==> config.mk <==
export PLATFORM = sky130hd
export DESIGN_NAME = alrss_sequencer
export DESIGN_NICKNAME = d
export VERILOG_FILES = /design/src/logic/alrss_pkg.sv /design/src/logic/alrss_in_sync.sv /design/src/logic/alrss_dwell_timer.sv /design/src/logic/alrss_sequencer.sv
export SDC_FILE = /design/constraint.sdc
export NUM_CORES = 1
export LEC_CHECK = 0
export BUFFER_PORTS_ARGS = -buffer_cell sky130_fd_sc_hd__buf_2
export CORE_AREA = 2 2 181 183
export CTS_CLUSTER_DIAMETER = 120
export CTS_CLUSTER_SIZE = 30
export DETAILED_ROUTE_END_ITERATION = 6
export DIE_AREA = 0 0 183 185
export PLACE_DENSITY_LB_ADDON = 0.2
export SYNTH_ARGS = -nofsm -noshare
export SYNTH_HDL_FRONTEND = slang
export SYNTH_SLANG_ARGS = --single-unit
==> constraint.sdc <==
create_clock -name clk_in -period 4.3 [get_ports clk_in]
set_input_delay 0.86 -clock clk_in [delete_from_list [all_inputs] [get_ports clk_in]]
set_output_delay 0.86 -clock clk_in [all_outputs]
set_load 0.02 [all_outputs]
==> src/logic/alrss_pkg.sv <==
// Purpose: Shared constants and types for the auxiliary line run and shear sequencer.
// Assumes: A 40 MHz system clock and a 32-bit AXI4-Lite register bus.
// Notes: Dwell figures are in one-millisecond steps.
package alrss_pkg;

	localparam int unsigned CLK_PERIOD_NS = 25;
	localparam int unsigned DWELL_STEP_NS = 1000000;
	localparam int unsigned DWELL_STEP_CYCLES = DWELL_STEP_NS / CLK_PERIOD_NS;
	localparam int unsigned MS_PER_S = 1000;
	localparam int unsigned COMPLETE_TIMEOUT_S = 10;
	localparam int unsigned COMPLETE_TIMEOUT_STEPS = COMPLETE_TIMEOUT_S * MS_PER_S;

	localparam int unsigned DWELL_W = 14;
	localparam logic [13:0] DWELL_MAX = 14'h270F;
	localparam logic [7:0] UNIT_BASE = 8'h1E;
	localparam logic [3:0] DEVICE_BASE = 4'h1;

	localparam logic [7:0] OFS_CTRL = 8'h00;
	localparam logic [7:0] OFS_DWELL_DOWN = 8'h04;
	localparam logic [7:0] OFS_DWELL_UP = 8'h08;
	localparam logic [7:0] OFS_STATUS = 8'h0C;
	localparam logic [7:0] OFS_IRQ_STAT = 8'h10;
	localparam logic [7:0] OFS_IRQ_MASK = 8'h14;
	localparam logic [7:0] OFS_UNIT = 8'h18;
	localparam logic [7:0] OFS_POSITION = 8'h1C;
	localparam logic [7:0] OFS_POST_DELAY = 8'h20;

	localparam int unsigned CTRL_JOB_READY = 0;
	localparam int unsigned CTRL_MOTION_RUN = 1;
	localparam int unsigned CTRL_FEED_TO_STOP = 2;
	localparam int unsigned CTRL_BOOST_EN = 3;
	localparam int unsigned CTRL_UP_EN = 4;
	localparam int unsigned CTRL_JOG_FWD = 5;
	localparam int unsigned CTRL_JOG_REV = 6;
	localparam int unsigned CTRL_SLOW_SEL = 7;
	localparam int unsigned CTRL_DRIVE_EN = 8;
	localparam int unsigned CTRL_FIRE = 12;
	localparam int unsigned CTRL_BATCH_HALT = 13;
	localparam int unsigned CTRL_ERR_CLEAR = 14;
	localparam int unsigned CTRL_W = 9;

	localparam logic [8:0] CTRL_RST = 9'h000;
	localparam logic [13:0] DWELL_DOWN_RST = 14'h0064;
	localparam logic [13:0] DWELL_UP_RST = 14'h0064;
	localparam logic [13:0] POST_DELAY_RST = 14'h0000;

	localparam int unsigned IRQ_RUN_START = 0;
	localparam int unsigned IRQ_RUN_DROP = 1;
	localparam int unsigned IRQ_ESTOP = 2;
	localparam int unsigned IRQ_SHEAR_DONE = 3;
	localparam int unsigned IRQ_TIMEOUT = 4;
	localparam int unsigned IRQ_W = 5;
	localparam logic [4:0] IRQ_MASK_RST = 5'h00;

	localparam logic [1:0] RESP_OKAY = 2'h0;
	localparam logic [1:0] RESP_SLVERR = 2'h2;

	typedef enum logic [2:0] {
		LINE_HALT = 3'h0,
		LINE_RUN_FAST = 3'h1,
		LINE_RUN_SLOW = 3'h3,
		LINE_JOG_FWD = 3'h2,
		LINE_JOG_REV = 3'h6,
		LINE_ESTOP = 3'h4
	} alrss_line_t;

	typedef enum logic [1:0] {
		SHEAR_IDLE = 2'h0,
		SHEAR_DOWN = 2'h1,
		SHEAR_UP = 2'h3
	} alrss_shear_t;

endpackage : alrss_pkg

==> src/logic/alrss_in_sync.sv <==
// Purpose: Three-stage synchroniser with agreement filter for machine inputs.
// Assumes: Inputs are slow contacts from outside the clock domain.
// Notes: The output moves only when the second and third stages agree.
`timescale 1ns/1ps
module alrss_in_sync #(
	parameter int unsigned W = 1
) (
	input wire logic clk_in,
	input wire logic reset_n_in,
	input wire logic [W-1:0] d_in,
	output logic [W-1:0] q_out
);
	genvar i;
	generate
		for (i = 0; i < W; i++) begin : g_bit
			logic s1_q;
			logic s2_q;
			logic s3_q;
			always_ff @(posedge clk_in or negedge reset_n_in) begin
				if (!reset_n_in) begin
					s1_q <= 1'b0;
					s2_q <= 1'b0;
					s3_q <= 1'b0;
					q_out[i] <= 1'b0;
				end else begin
					s1_q <= d_in[i];
					s2_q <= s1_q;
					s3_q <= s2_q;
					if (s2_q == s3_q) begin
						q_out[i] <= s3_q;
					end
				end
			end
		end
	endgenerate
endmodule : alrss_in_sync

==> src/logic/alrss_dwell_timer.sv <==
// Purpose: Millisecond dwell timer with optional early end and zero-dwell hold.
// Assumes: start_in is honoured only while idle.
// Notes: A zero duration with early end allowed waits for complete or times out.
`timescale 1ns/1ps
module alrss_dwell_timer #(
	parameter int unsigned STEP_CYCLES = 40000,
	parameter int unsigned TIMEOUT_STEPS = 10000
) (
	input wire logic clk_in,
	input wire logic reset_n_in,
	input wire logic start_in,
	input wire logic [13:0] dur_in,
	input wire logic early_in,
	input wire logic complete_in,
	output logic active_out,
	output logic done_out,
	output logic timeout_out
);
	logic [31:0] pre_q;
	logic [31:0] cnt_q;
	logic [13:0] dur_q;
	logic early_q;

	always_ff @(posedge clk_in or negedge reset_n_in) begin
		if (!reset_n_in) begin
			active_out <= 1'b0;
			done_out <= 1'b0;
			timeout_out <= 1'b0;
			pre_q <= 32'h00000000;
			cnt_q <= 32'h00000000;
			dur_q <= 14'h0000;
			early_q <= 1'b0;
		end else begin
			done_out <= 1'b0;
			timeout_out <= 1'b0;
			if (start_in && !active_out) begin
				active_out <= 1'b1;
				pre_q <= 32'h00000000;
				cnt_q <= 32'h00000000;
				dur_q <= dur_in;
				early_q <= early_in;
			end else if (active_out) begin
				if (early_q && complete_in) begin
					active_out <= 1'b0;
					done_out <= 1'b1;
				end else if (dur_q == 14'h0000 && !early_q) begin
					active_out <= 1'b0;
					done_out <= 1'b1;
				end else if (dur_q == 14'h0000 && cnt_q == 32'(TIMEOUT_STEPS)) begin
					active_out <= 1'b0;
					timeout_out <= 1'b1;
				end else if (dur_q != 14'h0000 && cnt_q == 32'(dur_q)) begin
					active_out <= 1'b0;
					done_out <= 1'b1;
				end else if (pre_q == 32'(STEP_CYCLES - 1)) begin
					pre_q <= 32'h00000000;
					cnt_q <= cnt_q + 32'h00000001;
				end else begin
					pre_q <= pre_q + 32'h00000001;
				end
			end
		end
	end
endmodule : alrss_dwell_timer

==> src/logic/alrss_sequencer.sv <==
// Purpose: Run, line motion and shear sequencing for a display-less auxiliary controller.
// Assumes: Machine inputs are dry contacts; the master programs jobs over AXI4-Lite.
// Notes: Position keeps counting through an emergency stop while clocked.
//
// Decided for this implementation: the register offsets and the AXI4-Lite slave port.
`timescale 1ns/1ps
// Overview of operation
// - Unit number thirty plus three selector switches.
// - Run starts only with job, no error.
// - Run holds until batch halt, halt or dwell timeout.
// - Line-motion run choice: run follows fast.
// - Forward, slow, reverse, run per state.
// - Emergency stop drops run mode.
// - Position keeps tracking through emergency stop.
// - Flying-cut or feed-to-stop selects shear outputs.
// - Down and up dwells in millisecond steps.
// - Shear complete ends down dwell early.
// - Up dwell always runs its full time.
// - Drive enable open shuts the drive.
// - Shear firing is not gated by run.
// - Zero down dwell holds, blocks restart, ten-second timeout.
module alrss_sequencer #(
	parameter int unsigned STEP_CYCLES = alrss_pkg::DWELL_STEP_CYCLES,
	parameter int unsigned TIMEOUT_STEPS = alrss_pkg::COMPLETE_TIMEOUT_STEPS
) (
	input wire logic clk_in,
	input wire logic reset_n_in,
	input wire logic [7:0] s_axi_awaddr_in,
	input wire logic s_axi_awvalid_in,
	output logic s_axi_awready_out,
	input wire logic [31:0] s_axi_wdata_in,
	input wire logic [3:0] s_axi_wstrb_in,
	input wire logic s_axi_wvalid_in,
	output logic s_axi_wready_out,
	output logic [1:0] s_axi_bresp_out,
	output logic s_axi_bvalid_out,
	input wire logic s_axi_bready_in,
	input wire logic [7:0] s_axi_araddr_in,
	input wire logic s_axi_arvalid_in,
	output logic s_axi_arready_out,
	output logic [31:0] s_axi_rdata_out,
	output logic [1:0] s_axi_rresp_out,
	output logic s_axi_rvalid_out,
	input wire logic s_axi_rready_in,
	input wire logic run_request_relay_in,
	input wire logic halt_in,
	input wire logic estop_closed_in,
	input wire logic shear_complete_in,
	input wire logic pos_pulse_in,
	input wire logic pos_reverse_in,
	input wire logic unit_select_bit0_in,
	input wire logic unit_select_bit1_in,
	input wire logic unit_select_bit2_in,
	output logic run_out,
	output logic forward_out,
	output logic slow_out,
	output logic reverse_out,
	output logic shear_down_out,
	output logic shear_up_out,
	output logic die_boost_out,
	output logic drive_enable_out,
	output logic irq_out
);
	import alrss_pkg::*;

	logic [8:0] sync_q;
	logic run_in_s;
	logic halt_s;
	logic estop_ok;
	logic complete_s;
	logic pulse_s;
	logic rev_s;
	logic [2:0] unit_sel;
	logic run_prev_q;
	logic pulse_prev_q;
	logic [CTRL_W-1:0] ctrl_q;
	logic [13:0] dwell_down_q;
	logic [13:0] dwell_up_q;
	logic [13:0] post_delay_q;
	logic [IRQ_W-1:0] irq_stat_q;
	logic [IRQ_W-1:0] irq_mask_q;
	logic [IRQ_W-1:0] events;
	logic [31:0] position_q;
	logic err_q;
	alrss_line_t line_q;
	alrss_line_t line_d;
	alrss_shear_t shear_q;
	alrss_shear_t shear_d;
	logic wr_en;
	logic [31:0] wr_data;
	logic rd_clr;
	logic fire;
	logic batch_halt;
	logic err_clear;
	logic run_start;
	logic run_stop;
	logic restart_block;
	logic tmr_start;
	logic tmr_active;
	logic tmr_done;
	logic tmr_timeout;
	logic post_start;
	logic post_active;
	logic run_d;
	logic [7:0] unit_num;
	logic [3:0] device_num;
	logic [31:0] status_w;
	logic [31:0] rd_data;
	logic rd_ok;
	logic [7:0] awaddr_q;
	logic [31:0] wdata_q;
	logic [3:0] wstrb_q;
	logic wr_ok;

	alrss_in_sync #(
		.W(9)
	) u_sync (
		.clk_in(clk_in),
		.reset_n_in(reset_n_in),
		.d_in({unit_select_bit2_in, unit_select_bit1_in, unit_select_bit0_in, pos_reverse_in,
			pos_pulse_in, shear_complete_in, estop_closed_in, halt_in, run_request_relay_in}),
		.q_out(sync_q)
	);

	assign run_in_s = sync_q[0];
	assign halt_s = sync_q[1];
	assign estop_ok = sync_q[2];
	assign complete_s = sync_q[3];
	assign pulse_s = sync_q[4];
	assign rev_s = sync_q[5];
	assign unit_sel = sync_q[8:6];

	assign unit_num = UNIT_BASE + {5'h00, unit_sel};
	assign device_num = DEVICE_BASE + {1'b0, unit_sel};

	// Software strobes come from the committed write, not from the raw bus.
	assign wr_en = !s_axi_awready_out && !s_axi_wready_out && !s_axi_bvalid_out;
	always_comb begin
		wr_data = 32'h00000000;
		for (int b = 0; b < 4; b++) begin
			wr_data[8*b +: 8] = wdata_q[8*b +: 8] & {8{wstrb_q[b]}};
		end
	end
	assign fire = wr_en && awaddr_q == OFS_CTRL && wr_data[CTRL_FIRE];
	assign batch_halt = wr_en && awaddr_q == OFS_CTRL && wr_data[CTRL_BATCH_HALT];
	assign err_clear = wr_en && awaddr_q == OFS_CTRL && wr_data[CTRL_ERR_CLEAR];

	// A zero down dwell or a post-shear delay keeps the line from restarting.
	assign restart_block = (shear_q == SHEAR_DOWN && dwell_down_q == 14'h0000) || post_active;
	assign run_start = run_in_s && !run_prev_q && ctrl_q[CTRL_JOB_READY] && !err_q && estop_ok
		&& !halt_s && !restart_block && !tmr_timeout;
	assign run_stop = halt_s || batch_halt || tmr_timeout;

	always_comb begin
		line_d = line_q;
		unique case (line_q)
			LINE_HALT: begin
				if (!estop_ok) begin
					line_d = LINE_ESTOP;
				end else if (run_start) begin
					line_d = ctrl_q[CTRL_SLOW_SEL] ? LINE_RUN_SLOW : LINE_RUN_FAST;
				end else if (ctrl_q[CTRL_JOG_FWD]) begin
					line_d = LINE_JOG_FWD;
				end else if (ctrl_q[CTRL_JOG_REV]) begin
					line_d = LINE_JOG_REV;
				end
			end
			LINE_RUN_FAST, LINE_RUN_SLOW: begin
				if (!estop_ok) begin
					line_d = LINE_ESTOP;
				end else if (run_stop) begin
					line_d = LINE_HALT;
				end else begin
					line_d = ctrl_q[CTRL_SLOW_SEL] ? LINE_RUN_SLOW : LINE_RUN_FAST;
				end
			end
			LINE_JOG_FWD: begin
				if (!estop_ok) begin
					line_d = LINE_ESTOP;
				end else if (!ctrl_q[CTRL_JOG_FWD]) begin
					line_d = LINE_HALT;
				end
			end
			LINE_JOG_REV: begin
				if (!estop_ok) begin
					line_d = LINE_ESTOP;
				end else if (!ctrl_q[CTRL_JOG_REV]) begin
					line_d = LINE_HALT;
				end
			end
			LINE_ESTOP: begin
				if (estop_ok) begin
					line_d = LINE_HALT;
				end
			end
			default: begin
				line_d = LINE_HALT;
			end
		endcase
	end

	// The run choice makes run track fast motion only.
	always_comb begin
		if (ctrl_q[CTRL_MOTION_RUN]) begin
			run_d = line_d == LINE_RUN_FAST;
		end else begin
			run_d = line_d == LINE_RUN_FAST || line_d == LINE_RUN_SLOW;
		end
	end

	always_ff @(posedge clk_in or negedge reset_n_in) begin
		if (!reset_n_in) begin
			line_q <= LINE_HALT;
			run_prev_q <= 1'b0;
			run_out <= 1'b0;
			forward_out <= 1'b0;
			slow_out <= 1'b0;
			reverse_out <= 1'b0;
		end else begin
			line_q <= line_d;
			run_prev_q <= run_in_s;
			run_out <= run_d;
			forward_out <= line_d == LINE_RUN_FAST || line_d == LINE_RUN_SLOW
				|| line_d == LINE_JOG_FWD;
			slow_out <= line_d != LINE_RUN_FAST;
			reverse_out <= line_d == LINE_JOG_REV;
		end
	end

	// Firing is independent of the line state so targets still cut while coasting.
	assign tmr_start = (shear_q == SHEAR_IDLE && fire) || (shear_q == SHEAR_DOWN && tmr_done);

	always_comb begin
		shear_d = shear_q;
		unique case (shear_q)
			SHEAR_IDLE: begin
				if (fire) begin
					shear_d = SHEAR_DOWN;
				end
			end
			SHEAR_DOWN: begin
				if (tmr_done) begin
					shear_d = SHEAR_UP;
				end else if (tmr_timeout) begin
					shear_d = SHEAR_IDLE;
				end
			end
			SHEAR_UP: begin
				if (tmr_done) begin
					shear_d = SHEAR_IDLE;
				end
			end
			default: begin
				shear_d = SHEAR_IDLE;
			end
		endcase
	end

	alrss_dwell_timer #(
		.STEP_CYCLES(STEP_CYCLES),
		.TIMEOUT_STEPS(TIMEOUT_STEPS)
	) u_dwell (
		.clk_in(clk_in),
		.reset_n_in(reset_n_in),
		.start_in(tmr_start),
		.dur_in(shear_q == SHEAR_IDLE ? dwell_down_q : dwell_up_q),
		.early_in(shear_q == SHEAR_IDLE),
		.complete_in(complete_s),
		.active_out(tmr_active),
		.done_out(tmr_done),
		.timeout_out(tmr_timeout)
	);

	assign post_start = shear_q == SHEAR_UP && tmr_done && !ctrl_q[CTRL_MOTION_RUN]
		&& post_delay_q != 14'h0000;

	alrss_dwell_timer #(
		.STEP_CYCLES(STEP_CYCLES),
		.TIMEOUT_STEPS(TIMEOUT_STEPS)
	) u_post (
		.clk_in(clk_in),
		.reset_n_in(reset_n_in),
		.start_in(post_start),
		.dur_in(post_delay_q),
		.early_in(1'b0),
		.complete_in(1'b0),
		.active_out(post_active),
		.done_out(),
		.timeout_out()
	);

	always_ff @(posedge clk_in or negedge reset_n_in) begin
		if (!reset_n_in) begin
			shear_q <= SHEAR_IDLE;
			shear_down_out <= 1'b0;
			shear_up_out <= 1'b0;
			die_boost_out <= 1'b0;
		end else begin
			shear_q <= shear_d;
			shear_down_out <= shear_d == SHEAR_DOWN;
			shear_up_out <= shear_d == SHEAR_UP && ctrl_q[CTRL_UP_EN];
			die_boost_out <= shear_d == SHEAR_DOWN && ctrl_q[CTRL_BOOST_EN]
				&& !ctrl_q[CTRL_FEED_TO_STOP];
		end
	end

	// Set wins over clear so a timeout in the clearing cycle is kept.
	always_ff @(posedge clk_in or negedge reset_n_in) begin
		if (!reset_n_in) begin
			err_q <= 1'b0;
			drive_enable_out <= 1'b0;
		end else begin
			err_q <= (err_q && !err_clear) || tmr_timeout;
			drive_enable_out <= ctrl_q[CTRL_DRIVE_EN] && estop_ok && !err_q;
		end
	end

	// Counting does not look at the line state, so position survives a stop.
	always_ff @(posedge clk_in or negedge reset_n_in) begin
		if (!reset_n_in) begin
			pulse_prev_q <= 1'b0;
			position_q <= 32'h00000000;
		end else begin
			pulse_prev_q <= pulse_s;
			if (pulse_s && !pulse_prev_q) begin
				position_q <= rev_s ? position_q - 32'h00000001 : position_q + 32'h00000001;
			end
		end
	end

	assign events[IRQ_RUN_START] = line_q == LINE_HALT && (line_d == LINE_RUN_FAST
		|| line_d == LINE_RUN_SLOW);
	assign events[IRQ_RUN_DROP] = run_out && !run_d;
	assign events[IRQ_ESTOP] = line_q != LINE_ESTOP && line_d == LINE_ESTOP;
	assign events[IRQ_SHEAR_DONE] = shear_q == SHEAR_UP && tmr_done;
	assign events[IRQ_TIMEOUT] = tmr_timeout;

	always_ff @(posedge clk_in or negedge reset_n_in) begin
		if (!reset_n_in) begin
			irq_stat_q <= 5'h00;
			irq_out <= 1'b0;
		end else begin
			irq_stat_q <= (irq_stat_q & ~{IRQ_W{rd_clr}}) | events;
			irq_out <= |(irq_stat_q & irq_mask_q);
		end
	end

	always_ff @(posedge clk_in or negedge reset_n_in) begin
		if (!reset_n_in) begin
			ctrl_q <= CTRL_RST;
			dwell_down_q <= DWELL_DOWN_RST;
			dwell_up_q <= DWELL_UP_RST;
			post_delay_q <= POST_DELAY_RST;
			irq_mask_q <= IRQ_MASK_RST;
		end else if (wr_en) begin
			unique case (awaddr_q)
				OFS_CTRL: ctrl_q <= wr_data[CTRL_W-1:0];
				OFS_DWELL_DOWN: dwell_down_q <= wr_data[13:0] > DWELL_MAX ? DWELL_MAX
					: wr_data[13:0];
				OFS_DWELL_UP: dwell_up_q <= wr_data[13:0] > DWELL_MAX ? DWELL_MAX
					: wr_data[13:0];
				OFS_POST_DELAY: post_delay_q <= wr_data[13:0] > DWELL_MAX ? DWELL_MAX
					: wr_data[13:0];
				OFS_IRQ_MASK: irq_mask_q <= wr_data[IRQ_W-1:0];
				default: ;
			endcase
		end
	end

	always_comb begin
		unique case (awaddr_q)
			OFS_CTRL, OFS_DWELL_DOWN, OFS_DWELL_UP, OFS_IRQ_MASK, OFS_POST_DELAY: wr_ok = 1'b1;
			OFS_STATUS, OFS_IRQ_STAT, OFS_UNIT, OFS_POSITION: wr_ok = 1'b1;
			default: wr_ok = 1'b0;
		endcase
	end

	// Address and data are caught separately and committed once both are held.
	always_ff @(posedge clk_in or negedge reset_n_in) begin
		if (!reset_n_in) begin
			s_axi_awready_out <= 1'b1;
			s_axi_wready_out <= 1'b1;
			s_axi_bvalid_out <= 1'b0;
			s_axi_bresp_out <= RESP_OKAY;
			awaddr_q <= 8'h00;
			wdata_q <= 32'h00000000;
			wstrb_q <= 4'h0;
		end else begin
			if (s_axi_awready_out && s_axi_awvalid_in) begin
				s_axi_awready_out <= 1'b0;
				awaddr_q <= s_axi_awaddr_in;
			end
			if (s_axi_wready_out && s_axi_wvalid_in) begin
				s_axi_wready_out <= 1'b0;
				wdata_q <= s_axi_wdata_in;
				wstrb_q <= s_axi_wstrb_in;
			end
			if (wr_en) begin
				s_axi_bvalid_out <= 1'b1;
				s_axi_bresp_out <= wr_ok ? RESP_OKAY : RESP_SLVERR;
			end else if (s_axi_bvalid_out && s_axi_bready_in) begin
				s_axi_bvalid_out <= 1'b0;
				s_axi_awready_out <= 1'b1;
				s_axi_wready_out <= 1'b1;
			end
		end
	end

	assign status_w = {16'h0000, restart_block, drive_enable_out, die_boost_out, shear_up_out,
		shear_down_out, reverse_out, slow_out, forward_out, run_out, estop_ok, err_q,
		shear_q, line_q};

	always_comb begin
		rd_ok = 1'b1;
		unique case (s_axi_araddr_in)
			OFS_CTRL: rd_data = {23'h000000, ctrl_q};
			OFS_DWELL_DOWN: rd_data = {18'h00000, dwell_down_q};
			OFS_DWELL_UP: rd_data = {18'h00000, dwell_up_q};
			OFS_STATUS: rd_data = status_w;
			OFS_IRQ_STAT: rd_data = {27'h0000000, irq_stat_q};
			OFS_IRQ_MASK: rd_data = {27'h0000000, irq_mask_q};
			OFS_UNIT: rd_data = {17'h00000, unit_sel, device_num, unit_num};
			OFS_POSITION: rd_data = position_q;
			OFS_POST_DELAY: rd_data = {18'h00000, post_delay_q};
			default: begin
				rd_data = 32'h00000000;
				rd_ok = 1'b0;
			end
		endcase
	end

	assign rd_clr = s_axi_arready_out && s_axi_arvalid_in && s_axi_araddr_in == OFS_IRQ_STAT;

	always_ff @(posedge clk_in or negedge reset_n_in) begin
		if (!reset_n_in) begin
			s_axi_arready_out <= 1'b1;
			s_axi_rvalid_out <= 1'b0;
			s_axi_rdata_out <= 32'h00000000;
			s_axi_rresp_out <= RESP_OKAY;
		end else if (s_axi_arready_out && s_axi_arvalid_in) begin
			s_axi_arready_out <= 1'b0;
			s_axi_rvalid_out <= 1'b1;
			s_axi_rdata_out <= rd_data;
			s_axi_rresp_out <= rd_ok ? RESP_OKAY : RESP_SLVERR;
		end else if (s_axi_rvalid_out && s_axi_rready_in) begin
			s_axi_rvalid_out <= 1'b0;
			s_axi_arready_out <= 1'b1;
		end
	end

endmodule : alrss_sequencer

Word-level counts from Yosys, hierarchy flattened. Index checks and enable logic that the tools add are counted. Widths: inputs -> output; s select.

Register bits: 373. Input bits: 68. Output and inout bits: 50. Word-level logic and storage cells: 330.

Add/subtract/negate cells: 8. $lt $le $gt $ge: 1. Equal/unequal tests: 54. Mux-type cells: 87. Bitwise gates (word level): 6. Reduce and logical (&&, ||, !) cells: 95.

Operators with widths (count): $mux 32 (27); $pmux 32 s9 (1); $add 32x1->32 const B (5); $eq 32x14->1 (2); $eq 32x14->1 const B (2); $eq 32x16->1 const B (2); $eq 8x5->1 const B (8); $logic_and 1x1->1 (43); $logic_not 14->1 (3); $reduce_bool 14->1 (3); $mux 1 (37); $eq 8x4->1 const B (4); $sub 32x1->32 const B (1); $mux 3 (10); $mux 14 (2); $reduce_or 9->1 (2); $eq 8x3->1 const B (2); $eq 8x6->1 const B (2); $logic_not 1->1 (16); $logic_not 8->1 (2); $mux 2 (8); $pmux 3 s5 (1); $gt 14x14->1 const B (1); $ne 2x1->1 const B (7); 26 further kinds (60).

Longest topological paths before layout. Gate-level depths: netlist of the first run.

Depth in word-level cells: 17. Gate-level depth with buffers: 12. Gate-level depth less buffers: 11.

Cells and area by module. From an unflattened synthesis of the first run, not the netlist that was laid out.

Cell total of the unflattened synthesis: 2073. Area, all modules: 19510.0 µm².

Modules (own cells, without submodules): alrss_sequencer (instances 1, cells each 927, area an instance 9034.9 µm², seq. area each 4365.4 µm²); alrss_dwell_timer at u_dwell (instances 1, cells each 549, area an instance 4758.3 µm², seq. area each 2052.0 µm²); alrss_dwell_timer at u_post (instances 1, cells each 552, area an instance 4714.5 µm², seq. area each 2052.0 µm²); alrss_in_sync (instances 1, cells each 45, area an instance 1002.2 µm², seq. area each 900.9 µm²).

Least setup slack after synthesis of the first run. OpenSTA, ideal clock, no wires.

Path type: reg2reg. Start: register u_sync.q_out[5]. End: register position_q[22]. Library setup time: 0.127 ns. Arrival time: 3.119 ns. Required time: 4.173 ns. Slack: 1.054 ns. Stages on the path, launching flop included: 11. Buffers on the path: 0. Clock period less this slack: 3.246 ns. Path through: dfrtp_1 inv_1 fa_1 nor2b_1 o21a_1 o21ai_0 a21oi_1 nor4_1 o311ai_0 a311oi_1 nand3b_1.

Word-level cells in the longest chain between the ends: 1.

Ends and longest elaborated chain: start, declared (line alrss_in_sync.sv:11) `output logic [W-1:0] q_out`; start signal, assigned by index (line alrss_in_sync.sv:30) `q_out[i] <= s3_q;`; $mux 32 (line alrss_sequencer.sv:326) `position_q <= rev_s ? position_q - 32'h00000001 : position_q + 32'h00000001;`; end signal, assigned (line alrss_sequencer.sv:326); end, declared (line alrss_sequencer.sv:83) `logic [31:0] position_q;`.

Every way passes these cells. A chain may end at the register's enable or synchronous reset.

Worst setup path in the final report of the first run.
Start: register awaddr_q[1]. End: register u_dwell.cnt_q[15].

Word-level cells in the longest chain between the ends: 8. Elaborated cells between the ends (all ways): 14. Classes of those cells: 4 x eq/ne; 1 x mux; 9 x reduce/logical.

Ends and longest elaborated chain: start, declared (line alrss_sequencer.sv:110) `logic [7:0] awaddr_q;`; start signal, assigned (line alrss_sequencer.sv:391) `awaddr_q <= s_axi_awaddr_in;`; $logic_not 8->1 (*) (line alrss_sequencer.sv:144) `assign fire = wr_en && awaddr_q == OFS_CTRL && wr_data[CTRL_FIRE];`; $logic_and 1x1->1 (*) (2 in a row) (line alrss_sequencer.sv:144); $logic_and 1x1->1 (*) (line alrss_sequencer.sv:231) `assign tmr_start = (shear_q == SHEAR_IDLE && fire) || (shear_q == SHEAR_DOWN && tmr_done);`; $logic_or 1x1->1 (*) (line alrss_sequencer.sv:231); $logic_and 1x1->1 (*) (line alrss_dwell_timer.sv:36) `if (start_in && !active_out) begin`; $ne 2x1->1 (no source line) / $reduce_bool 2->1 (equally long branches); $reduce_and 6->1 (no source line); end signal, assigned (line alrss_dwell_timer.sv:57) `cnt_q <= cnt_q + 32'h00000001;`; end, declared (line alrss_dwell_timer.sv:20) `logic [31:0] cnt_q;`.

Mark *: on every way between the ends. The rest lies on a longest branch, timed or not.

==> results.cfg, run 1 <==
[status]
status = finished, final reports clean

[yosys]
syn_inst = 1934
yosys-mux-area-fraction_pct = 4.20
synthMostInstantiatedCell = dfrtp_1
netlist_area_um2 = 18800
synth-compound-area-share_pct = 15.3
synthXorXnorAreaFrac_pct = 6.29
synth_top_family_by_area = simple AND/OR/NAND/NOR gates
ys_seq_area_share_pct = 49.4
synth_area_leaders = dfrtp_1 48%, nand2_1 5.1%, o21ai_0 4.9%
ys_warn_count = 0
async_reset_ff_share_pct = 100
synthDistinctLibCells = 76
synthAdderAreaFrac_pct = 3.18
yosys.area.top_type_share_pct = 48.2
synth_common_cells = 362 x dfrtp_1, 254 x nand2_1, 186 x o21ai_0
avgSynthCellArea_um2 = 9.72
synth_seq_cells = 371
synth-simple-area-share_pct = 18.7
synth_top_cell_by_area = dfrtp_1
synth_edf_count = 0
synth_flop_cell = dfrtp_1

[power_and_ir_drop]
p_leak_nw = 9.27
vdd_ir_drop_max_mv = 0.535
power_density_nw_per_um2 = 429
finalPower_mw = 8.68

[routing]
firstDrtPassIters = 7
via_per_inst = 6.13
wl_per_cell_um = 18.6
final_antenna_net_count = 0
drt_iter0_drc = 1236
drt_drc_violations_left = 0
drt_wl_total_mm = 44.8
num_vias = 14700

[cts]
clockBufferDepth = 3
cts_sinks = 371
clkTransAtPathRegs_ns = 0.11
cts_resized = 0
tritoncts = built
cts_made_buffers = 16
post-cts-setup-buffers = 0
clkLatencyLatePin_ns = 0.54
cts_hold_buf = 0
h-tree-depth = 1
root_buffer = clkbuf_16

[place]
preCtsSetupSlack_ns = 0.872
place_congestion = 0.952
port_buffers = 96
hpwl_mm = 31.8

[worst_hold_path]
hold_path_class = reg -> reg

[global_route]
antenna_found_initial = 0
grt_max_degree = 111
grt_pass1_wl_mm = 73.9
track_usage_pct = 27.0
grt_pass1_vias = 14200
overflow = 0

[floorplanning]
die_y_um = 185
die_w_um = 183
rows = 66
start_util_pct = 58.7
die_area_um2 = 33900
ioPinCount = 118
design.core.area_um2 = 32000

[timing]
finalCritPeriodShare_pct = 80.2
rsz0062_at_grt = no
slew_viol_final = 0
relSlewSlack_pct = 30.9
worst_slew_pin_slew_ns = 1.03
final.setup.tns_ns = 0
setup_viol = 0
fin_hold_ws_ns = 0.361
max_freq_mhz = 290
finalCriticalPeriod_ns = 3.45
setup_ws_ns = 0.853
clock_skew_ns = 0.0214
hold_viol_final = 0

[finish]
multi_input_area_um2 = 8990
regArea_um2 = 9300
area_growth_pct = 7.55
drive_gt1_share_pct = 10.9
finalNetCount = 2093
n_fill_cell = 2636

[setup_path]
crit_type = reg -> reg
critPathMaxFanout = 14
crit_arrival_ns = 3.92
end_kind = flop
startpoint_type = flop
worstPathRequired_ns = 4.77

[flow_run]
maxCapViolCount = 0
critical path, cell delays in order (launching register included):
cell,delay [ns]
dfrtp_1,0.39
nor4_1,0.50
nand4b_1,0.45
o31ai_1,0.51
and2_2,0.43
o21ai_1,0.36
or4_1,0.59
a21oi_1,0.16
where the power goes:
part           total [mW]  switching (mW)  leakage, nW  internal, mW
logic                2.36            1.36         4.12          1.00
clock network        1.93            1.11        0.243         0.817
registers            4.39           0.465         4.91          3.92
total                8.68            2.94         9.27          5.75
cell type report:
cell class              instances  area share [%]
well taps                     408            2.52
flip-flops and latches        371            46.0
clock inverters                 3           0.247
repair buffers                121            3.72
inverters                      45           0.835
diodes                          1          0.0124
clock buffers                  25            2.25
multi-input cells            1430            44.5
per-stage QoR:
| step | utilization [%] | cell area, µm² | std cells |
|---|---|---|---|
| 2_1_floorplan | - | 18800 | 1935 |
| 3_3_place_gp | 61.5 | 19700 | 2375 |
| 3_5_place_dp | 61.5 | 19700 | 2375 |
| 4_1_cts | 63.1 | 20200 | 2403 |
| 5_1_grt | 63.1 | 20200 | 2403 |
| 6_report | 63.1 | 20200 | 2404 |
cell usage in the layout (no fill, tap or decap), types with 45 or more instances in the layout:
cell     netlist  final
nand3_1       48     48
mux2_2        48     48
buf_2          6     95
xor2_1        81     81
inv_1         45     45
o21ai_0      186    186
nor2_1       153    153
a21oi_1       68     68
nand2_1      254    254
xnor2_1       54     54
dfrtp_1      362    362
flip-flops by register name (all words and copies together), names as in the netlist, 8 cells and up:
signal and flops:
post_delay_q 14, dwell_up_q 14, u_post.dur_q 14, u_dwell.pre_q 32
dwell_down_q 14, u_sync.g_bit.s2_q 9, wdata_q 15, u_post.pre_q 32
u_sync.q_out 9, s_axi_rdata_out 32, u_dwell.dur_q 14, u_sync.g_bit.s3_q 9
u_sync.g_bit.s1_q 9, ctrl_q 9, awaddr_q 8, position_q 32
u_dwell.cnt_q 32, u_post.cnt_q 32
kinds of logic after synthesis:
logic type | Yosys count
xor gates and xnor gates | 135
and+or+nand+nor | 719
DFF | 371
other | 1
buffers and inverters | 134
adders and majority gates | 49
AOI/OAI and AO/OA | 452
muxes | 73
metal layers:
| metal | vias up | wire length [µm] | global-route usage (%) |
|---|---|---|---|
| li1 | 7039 | - | - |
| met2 | 387 | 20800 | 43.5 |
| met4 | 0 | 1200 | 8.06 |
| met5 | - | 0 | 0 |
| met3 | 84 | 2410 | 4.01 |
| met1 | 7238 | 20400 | 38.1 |
worst paths after layout:
kind                                   endpoint  depth (start not counted)  slack, ns                  from
setup / recovery              u_dwell.cnt_q[15]                          7       0.85           awaddr_q[1]
hold / removal             u_sync.g_bit[0].s2_q                          0       0.36  u_sync.g_bit[0].s1_q
setup reg to reg              u_dwell.cnt_q[15]                          7       0.85           awaddr_q[1]
hold reg to reg            u_sync.g_bit[0].s2_q                          0       0.36  u_sync.g_bit[0].s1_q
max in group asynchronous         dwell_up_q[2]                          2       2.98            reset_n_in
min in group asynchronous      u_post.cnt_q[31]                          1       0.39            reset_n_in
Power figures use the tool's default switching activity.
==> run 2: changes to the inputs <==
- CORE_AREA: 2 2 181 183 -> 2 2 188 190
- DIE_AREA: 0 0 183 185 -> 0 0 190 192
- clock period: 4.3 -> 2.75 ns (I/O delays scaled with it)
==> run 2 against run 1 <==
  * The run now ends with design-rule violations, negative setup slack left
  * Global-route usage decreased by 0.98 points
  * Combinational power increased by 100%
  * Final cell count increased by 7.5%
  * Clock skew increased by 0.023 ns
  * Largest power group unchanged
==> results.cfg, run 2 (synthesis results as in run 1) <==
[finish]
drive_gt1_share_pct = 18.6
stdcell_area_um2 = 21700
antenna_cells = 0
mostFrequentLayoutCells = 359 x dfrtp_1, 253 x nand2_1, 181 x o21ai_0, 153 x nor2_1, 142 x buf_4
fin_util_pct = 63.2
final_common_cell = dfrtp_1
finalNetCount = 2227
multi_input_area_um2 = 9340
fin_cells = 2584
area_growth_pct = 15.3
regArea_um2 = 9300
n_fill_cell = 2794

[place]
place_congestion = 0.979
place_area_um2 = 20700
port_buffers = 96
hpwl_mm = 34.5
preCtsSetupSlack_ns = -0.146
dp_cells = 2543

[setup_path]
startpoint_type = flop
crit_type = reg -> reg
critPathMaxFanout = 8
crit_arrival_ns = 3.19
worstPathRequired_ns = 3.17
rr_worst_depth = 11
end_kind = flop

[timing]
finalCriticalPeriod_ns = 2.77
finalCritPeriodShare_pct = 101
rsz0062_at_grt = yes
worst_slew_pin_slew_ns = 0.888
slew_viol_final = 0
max_freq_mhz = 361
relSlewSlack_pct = 40.8
hold_viol_final = 0
setup_ws_ns = -0.0186
final.setup.tns_ns = -0.0186
clock_skew_ns = 0.0448
fin_hold_ws_ns = 0.104
setup_viol = 1

[routing]
drt_drc_violations_left = 1
drt_iter0_drc = 1263
firstDrtPassIters = 7
via_per_inst = 5.97
num_vias = 15400
final_antenna_net_count = 0
drt_wl_total_mm = 47.5
wl_per_cell_um = 18.4

[floorplanning]
design.core.area_um2 = 34300
die_area_um2 = 36500
ioPinCount = 118
rows = 68
start_util_pct = 54.8
die_y_um = 192
die_w_um = 190

[cts]
cts_sinks = 371
tritoncts = built
cts_made_buffers = 16
root_buffer = clkbuf_16
h-tree-depth = 1
clkLatencyLatePin_ns = 0.56
clockBufferDepth = 3
clkTransAtPathRegs_ns = 0.12

[global_route]
grt_max_degree = 82
overflow = 0
grt_pass1_wl_mm = 77.1
track_usage_pct = 26.0
antenna_found_initial = 0
grt_pass1_vias = 15000

[power_and_ir_drop]
vdd_ir_drop_max_mv = 0.640
p_leak_nw = 10.0
power_density_nw_per_um2 = 667
finalPower_mw = 14.5

[worst_hold_path]
hold_path_class = in -> reg
min_path_cells = 1

[flow_run]
maxCapViolCount = 0

[status]
status = finished with violations
violations = design-rule violations, negative setup slack
## run 2: cell count changes in the layout (fill, tap and decap cells not counted), moves of 5 or more
cell,before,now
nor4_1,44,38
a21oi_2,0,6
a21oi_1,68,60
buf_4,19,142
o21ai_0,186,181
ha_1,39,34
## run 2: power by group
| part | internal (mW) | total [mW] | switching [mW] |
|---|---|---|---|
| clock network | 1.15 | 2.92 | 1.77 |
| logic | 2.18 | 4.71 | 2.53 |
| registers | 6.14 | 6.84 | 0.702 |
| total | 9.47 | 14.5 | 5.00 |
## run 2: area by class of cell
type | instances | share of cell area, %
clock buffer | 26 | 2.02
clock inverter | 2 | 0.167
inverter | 45 | 0.779
multi-input combinational | 1431 | 43.1
sequential | 371 | 42.9
tap | 455 | 2.63
timing repair buffer | 254 | 8.43
## run 2: worst paths after layout
| path | startpoint | endpoint | slack, ns |
|---|---|---|---|
| worst min register to register | u_sync.g_bit[8].s1_q | u_sync.g_bit[8].s2_q | 0.36 |
| worst min-delay path | estop_closed_in | u_sync.g_bit[2].s1_q | 0.10 |
| worst max-delay path | u_post.pre_q[1] | u_post.cnt_q[31] | -0.02 |
| min in group asynchronous | reset_n_in | u_dwell.cnt_q[17] | 0.48 |
| worst max register to register | u_post.pre_q[1] | u_post.cnt_q[31] | -0.02 |
| max in group asynchronous | reset_n_in | dwell_down_q[2] | 1.46 |
## run 2: routing by layer
| layer | share of wire [%] | vias up | global-route usage, % | routed length [µm] |
|---|---|---|---|---|
| met2 | 47 | 461 | 42.5 | 22100 |
| met5 | 0 | - | 0 | 0 |
| li1 | - | 7316 | - | - |
| met1 | 45 | 7554 | 36.2 | 21200 |
| met4 | 3.3 | 0 | 8.80 | 1550 |
| met3 | 5.4 | 85 | 3.00 | 2590 |
## run 2: worst max-delay path, stage by stage, from the launching register on
cell and delay, ns:
dfrtp_1 0.43, ha_4 0.16, and4_4 0.25, nand2_4 0.06, or4_4 0.56, a311oi_4 0.31
buf_6 0.17, o2111ai_4 0.20, buf_6 0.21, nor3_4 0.12, xnor2_1 0.13, nor2_1 0.07
## run 2: what timing repair did
action / 4_1_cts / 5_1_grt
cloned: 0 / 1
pin swaps: 2 / 26
setup endpoints to repair: 38 / 93
hold endpoints to repair: 36 / 0
hold buffers: 1 / 0
setup buffers: 2 / 9
resized for setup: 8 / 66
==> run 3: changes to the inputs <==
- SETUP_SLACK_MARGIN: unset -> 0.4
==> run 3 against run 2 <==
  * The flow finishes with violations (negative setup slack)
  * Via count increased by 5.5%
  * Maximum frequency decreased by 2.9%
  * Total power increased by 8.0%
  * Design area increased by 12%
  * Combinational power increased by 22%
  * Sequential share of layout area decreased by 4.7 points
  * Largest power group unchanged
  * Routed wire length increased by 16%
  * Core utilization increased by 7.8 points
==> results.cfg, run 3 (synthesis results as in run 1) <==
[status]
status = finished with violations
violations = negative setup slack

[timing]
rsz0062_at_grt = yes
worst_slew_pin_slew_ns = 0.918
slew_viol_final = 0
fin_hold_ws_ns = 0.102
clock_skew_ns = 0.0388
setup_ws_ns = -0.103
relSlewSlack_pct = 38.8
finalCritPeriodShare_pct = 104
max_freq_mhz = 351
finalCriticalPeriod_ns = 2.85
setup_viol = 9
hold_viol_final = 0

[floorplanning]
die_w_um = 190
design.core.area_um2 = 34300
rows = 68
start_util_pct = 54.8
die_area_um2 = 36500
die_y_um = 192
ioPinCount = 118

[place]
preCtsSetupSlack_ns = -0.0764
hpwl_mm = 35.1
place_congestion = 0.957
port_buffers = 96

[worst_hold_path]
hold_end = u_sync.g_bit[3].s1_q
hold_path_class = in -> reg
hold_start = shear_complete_in
min_path_cells = 1

[cts]
clockBufferDepth = 3
root_buffer = clkbuf_16
clkLatencyLatePin_ns = 0.56
clkTransAtPathRegs_ns = 0.12
tritoncts = built
h-tree-depth = 1
cts_made_buffers = 16
cts_sinks = 371

[global_route]
antenna_found_initial = 0
grt_pass1_vias = 15700
track_usage_pct = 28.5
gr-usage-met3_pct = 3.05
grt_max_degree = 64
grtUsageMet2_pct = 46.5
grt_pass1_wl_mm = 83.3
grt.busiest_layer = met2
grtUsageMet1_pct = 39.4
overflow = 0

[routing]
drt_drc_violations_left = 0
wl_per_cell_um = 20.5
drt_iter0_drc = 1387
drt_wl_total_mm = 55.0
final_antenna_net_count = 0
num_vias = 16300
firstDrtPassIters = 6
via_per_inst = 6.07

[finish]
final_common_cell = dfrtp_1
fin_util_pct = 71.0
area_growth_pct = 29.5
drive_gt1_share_pct = 30.5
mostFrequentLayoutCells = 351 x dfrtp_1, 246 x nand2_1, 168 x buf_4, 134 x nor2_1, 134 x o21ai_0
antenna_cells = 0
finalNetCount = 2325

[setup_path]
crit_type = reg -> reg
crit_arrival_ns = 3.27
rrSetupSlack_ns = -0.10
startpoint_type = flop
r2r-end = u_post.cnt_q[22]
worstPathRequired_ns = 3.17
end_kind = flop
critPathMaxFanout = 5
rr_worst_depth = 10
r2r-start = u_post.pre_q[17]

[flow_run]
maxCapViolCount = 0

[power_and_ir_drop]
vdd_ir_drop_max_mv = 0.692
p_leak_nw = 10.8
power_density_nw_per_um2 = 642
-- run 3: changes by cell type in the layout (fill, tap and decap cells not counted), sizes merged --
cell,previous run,this run
clkbuf,26,29
o2111ai,18,19
inv,46,45
clkinv,1,2
buf,253,344
clkinvlp,0,1
bufbuf,0,2
-- run 3: final cells by class --
type | instances | area [µm²]
clock buffer | 25 | 444
clock inverter | 3 | 40.0
fill | 2356 | 9940
inverter | 45 | 174
multi-input combinational | 1432 | 10700
sequential | 371 | 9310
tap | 455 | 569
timing repair buffer | 351 | 3070
-- run 3: metrics by stage --
stage / instance area, µm² / power, mW / TNS, ns / std cells
after floorplan: 19100 / 9.78 / 0 / 1935
after global placement: 20700 / 11.2 / 0 / 2512
after detailed placement: 20700 / 11.4 / -0.548 / 2512
after CTS: 22900 / 15.0 / 0 / 2626
after global routing: 24300 / 16.4 / -2.14 / 2682
final: 24300 / 15.6 / -0.358 / 2682
-- run 3: worst max path at each step --
stage,depth (start not counted),endpoint,slack (ns),from
after floorplan,9,u_post.cnt_q[30],0.18,u_post.pre_q[25]
after global placement,7,u_post.cnt_q[28],0.002,u_post.pre_q[29]
after detailed placement,7,u_post.cnt_q[25],-0.08,u_post.pre_q[7]
after CTS,8,u_post.cnt_q[21],0.02,u_post.pre_q[8]
after global routing,10,u_post.cnt_q[22],-0.16,u_post.pre_q[17]
final,10,u_post.cnt_q[22],-0.10,u_post.pre_q[17]
-- run 3: worst max-delay path, stage by stage, from the launching register on --
cell       delay (ns)
dfrtp_1          0.46
nor4b_2          0.30
nand4_1          0.22
or4_4            0.56
a311oi_4         0.24
buf_6            0.18
buf_12           0.11
o2111ai_4        0.19
and2b_1          0.30
xnor2_1          0.12
nor2_1           0.06
-- run 3: timing repair --
item | CTS | global route
pin swaps | 142 | 167
buffers inserted | 75 | 51
hold buffers | 1 | 0
gates resized for setup | 188 | 217
endpoints found under the setup margin | 144 | 155
cloned | 10 | 5
endpoints found under the hold margin | 56 | 0
-- run 3: routing by layer --
| layer | wire, µm | part of all wire, % |
|---|---|---|
| met1 | 23300 | 42 |
| met2 | 26400 | 48 |
| met3 | 3120 | 5.7 |
| met4 | 2170 | 3.9 |
| met5 | 0 | 0 |
-- run 3: power breakdown --
group / internal, mW / switching, mW / total, mW
registers: 6.14 / 0.822 / 6.96
clock network: 1.16 / 1.76 / 2.92
logic: 2.79 / 2.96 / 5.74
total: 10.1 / 5.54 / 15.6
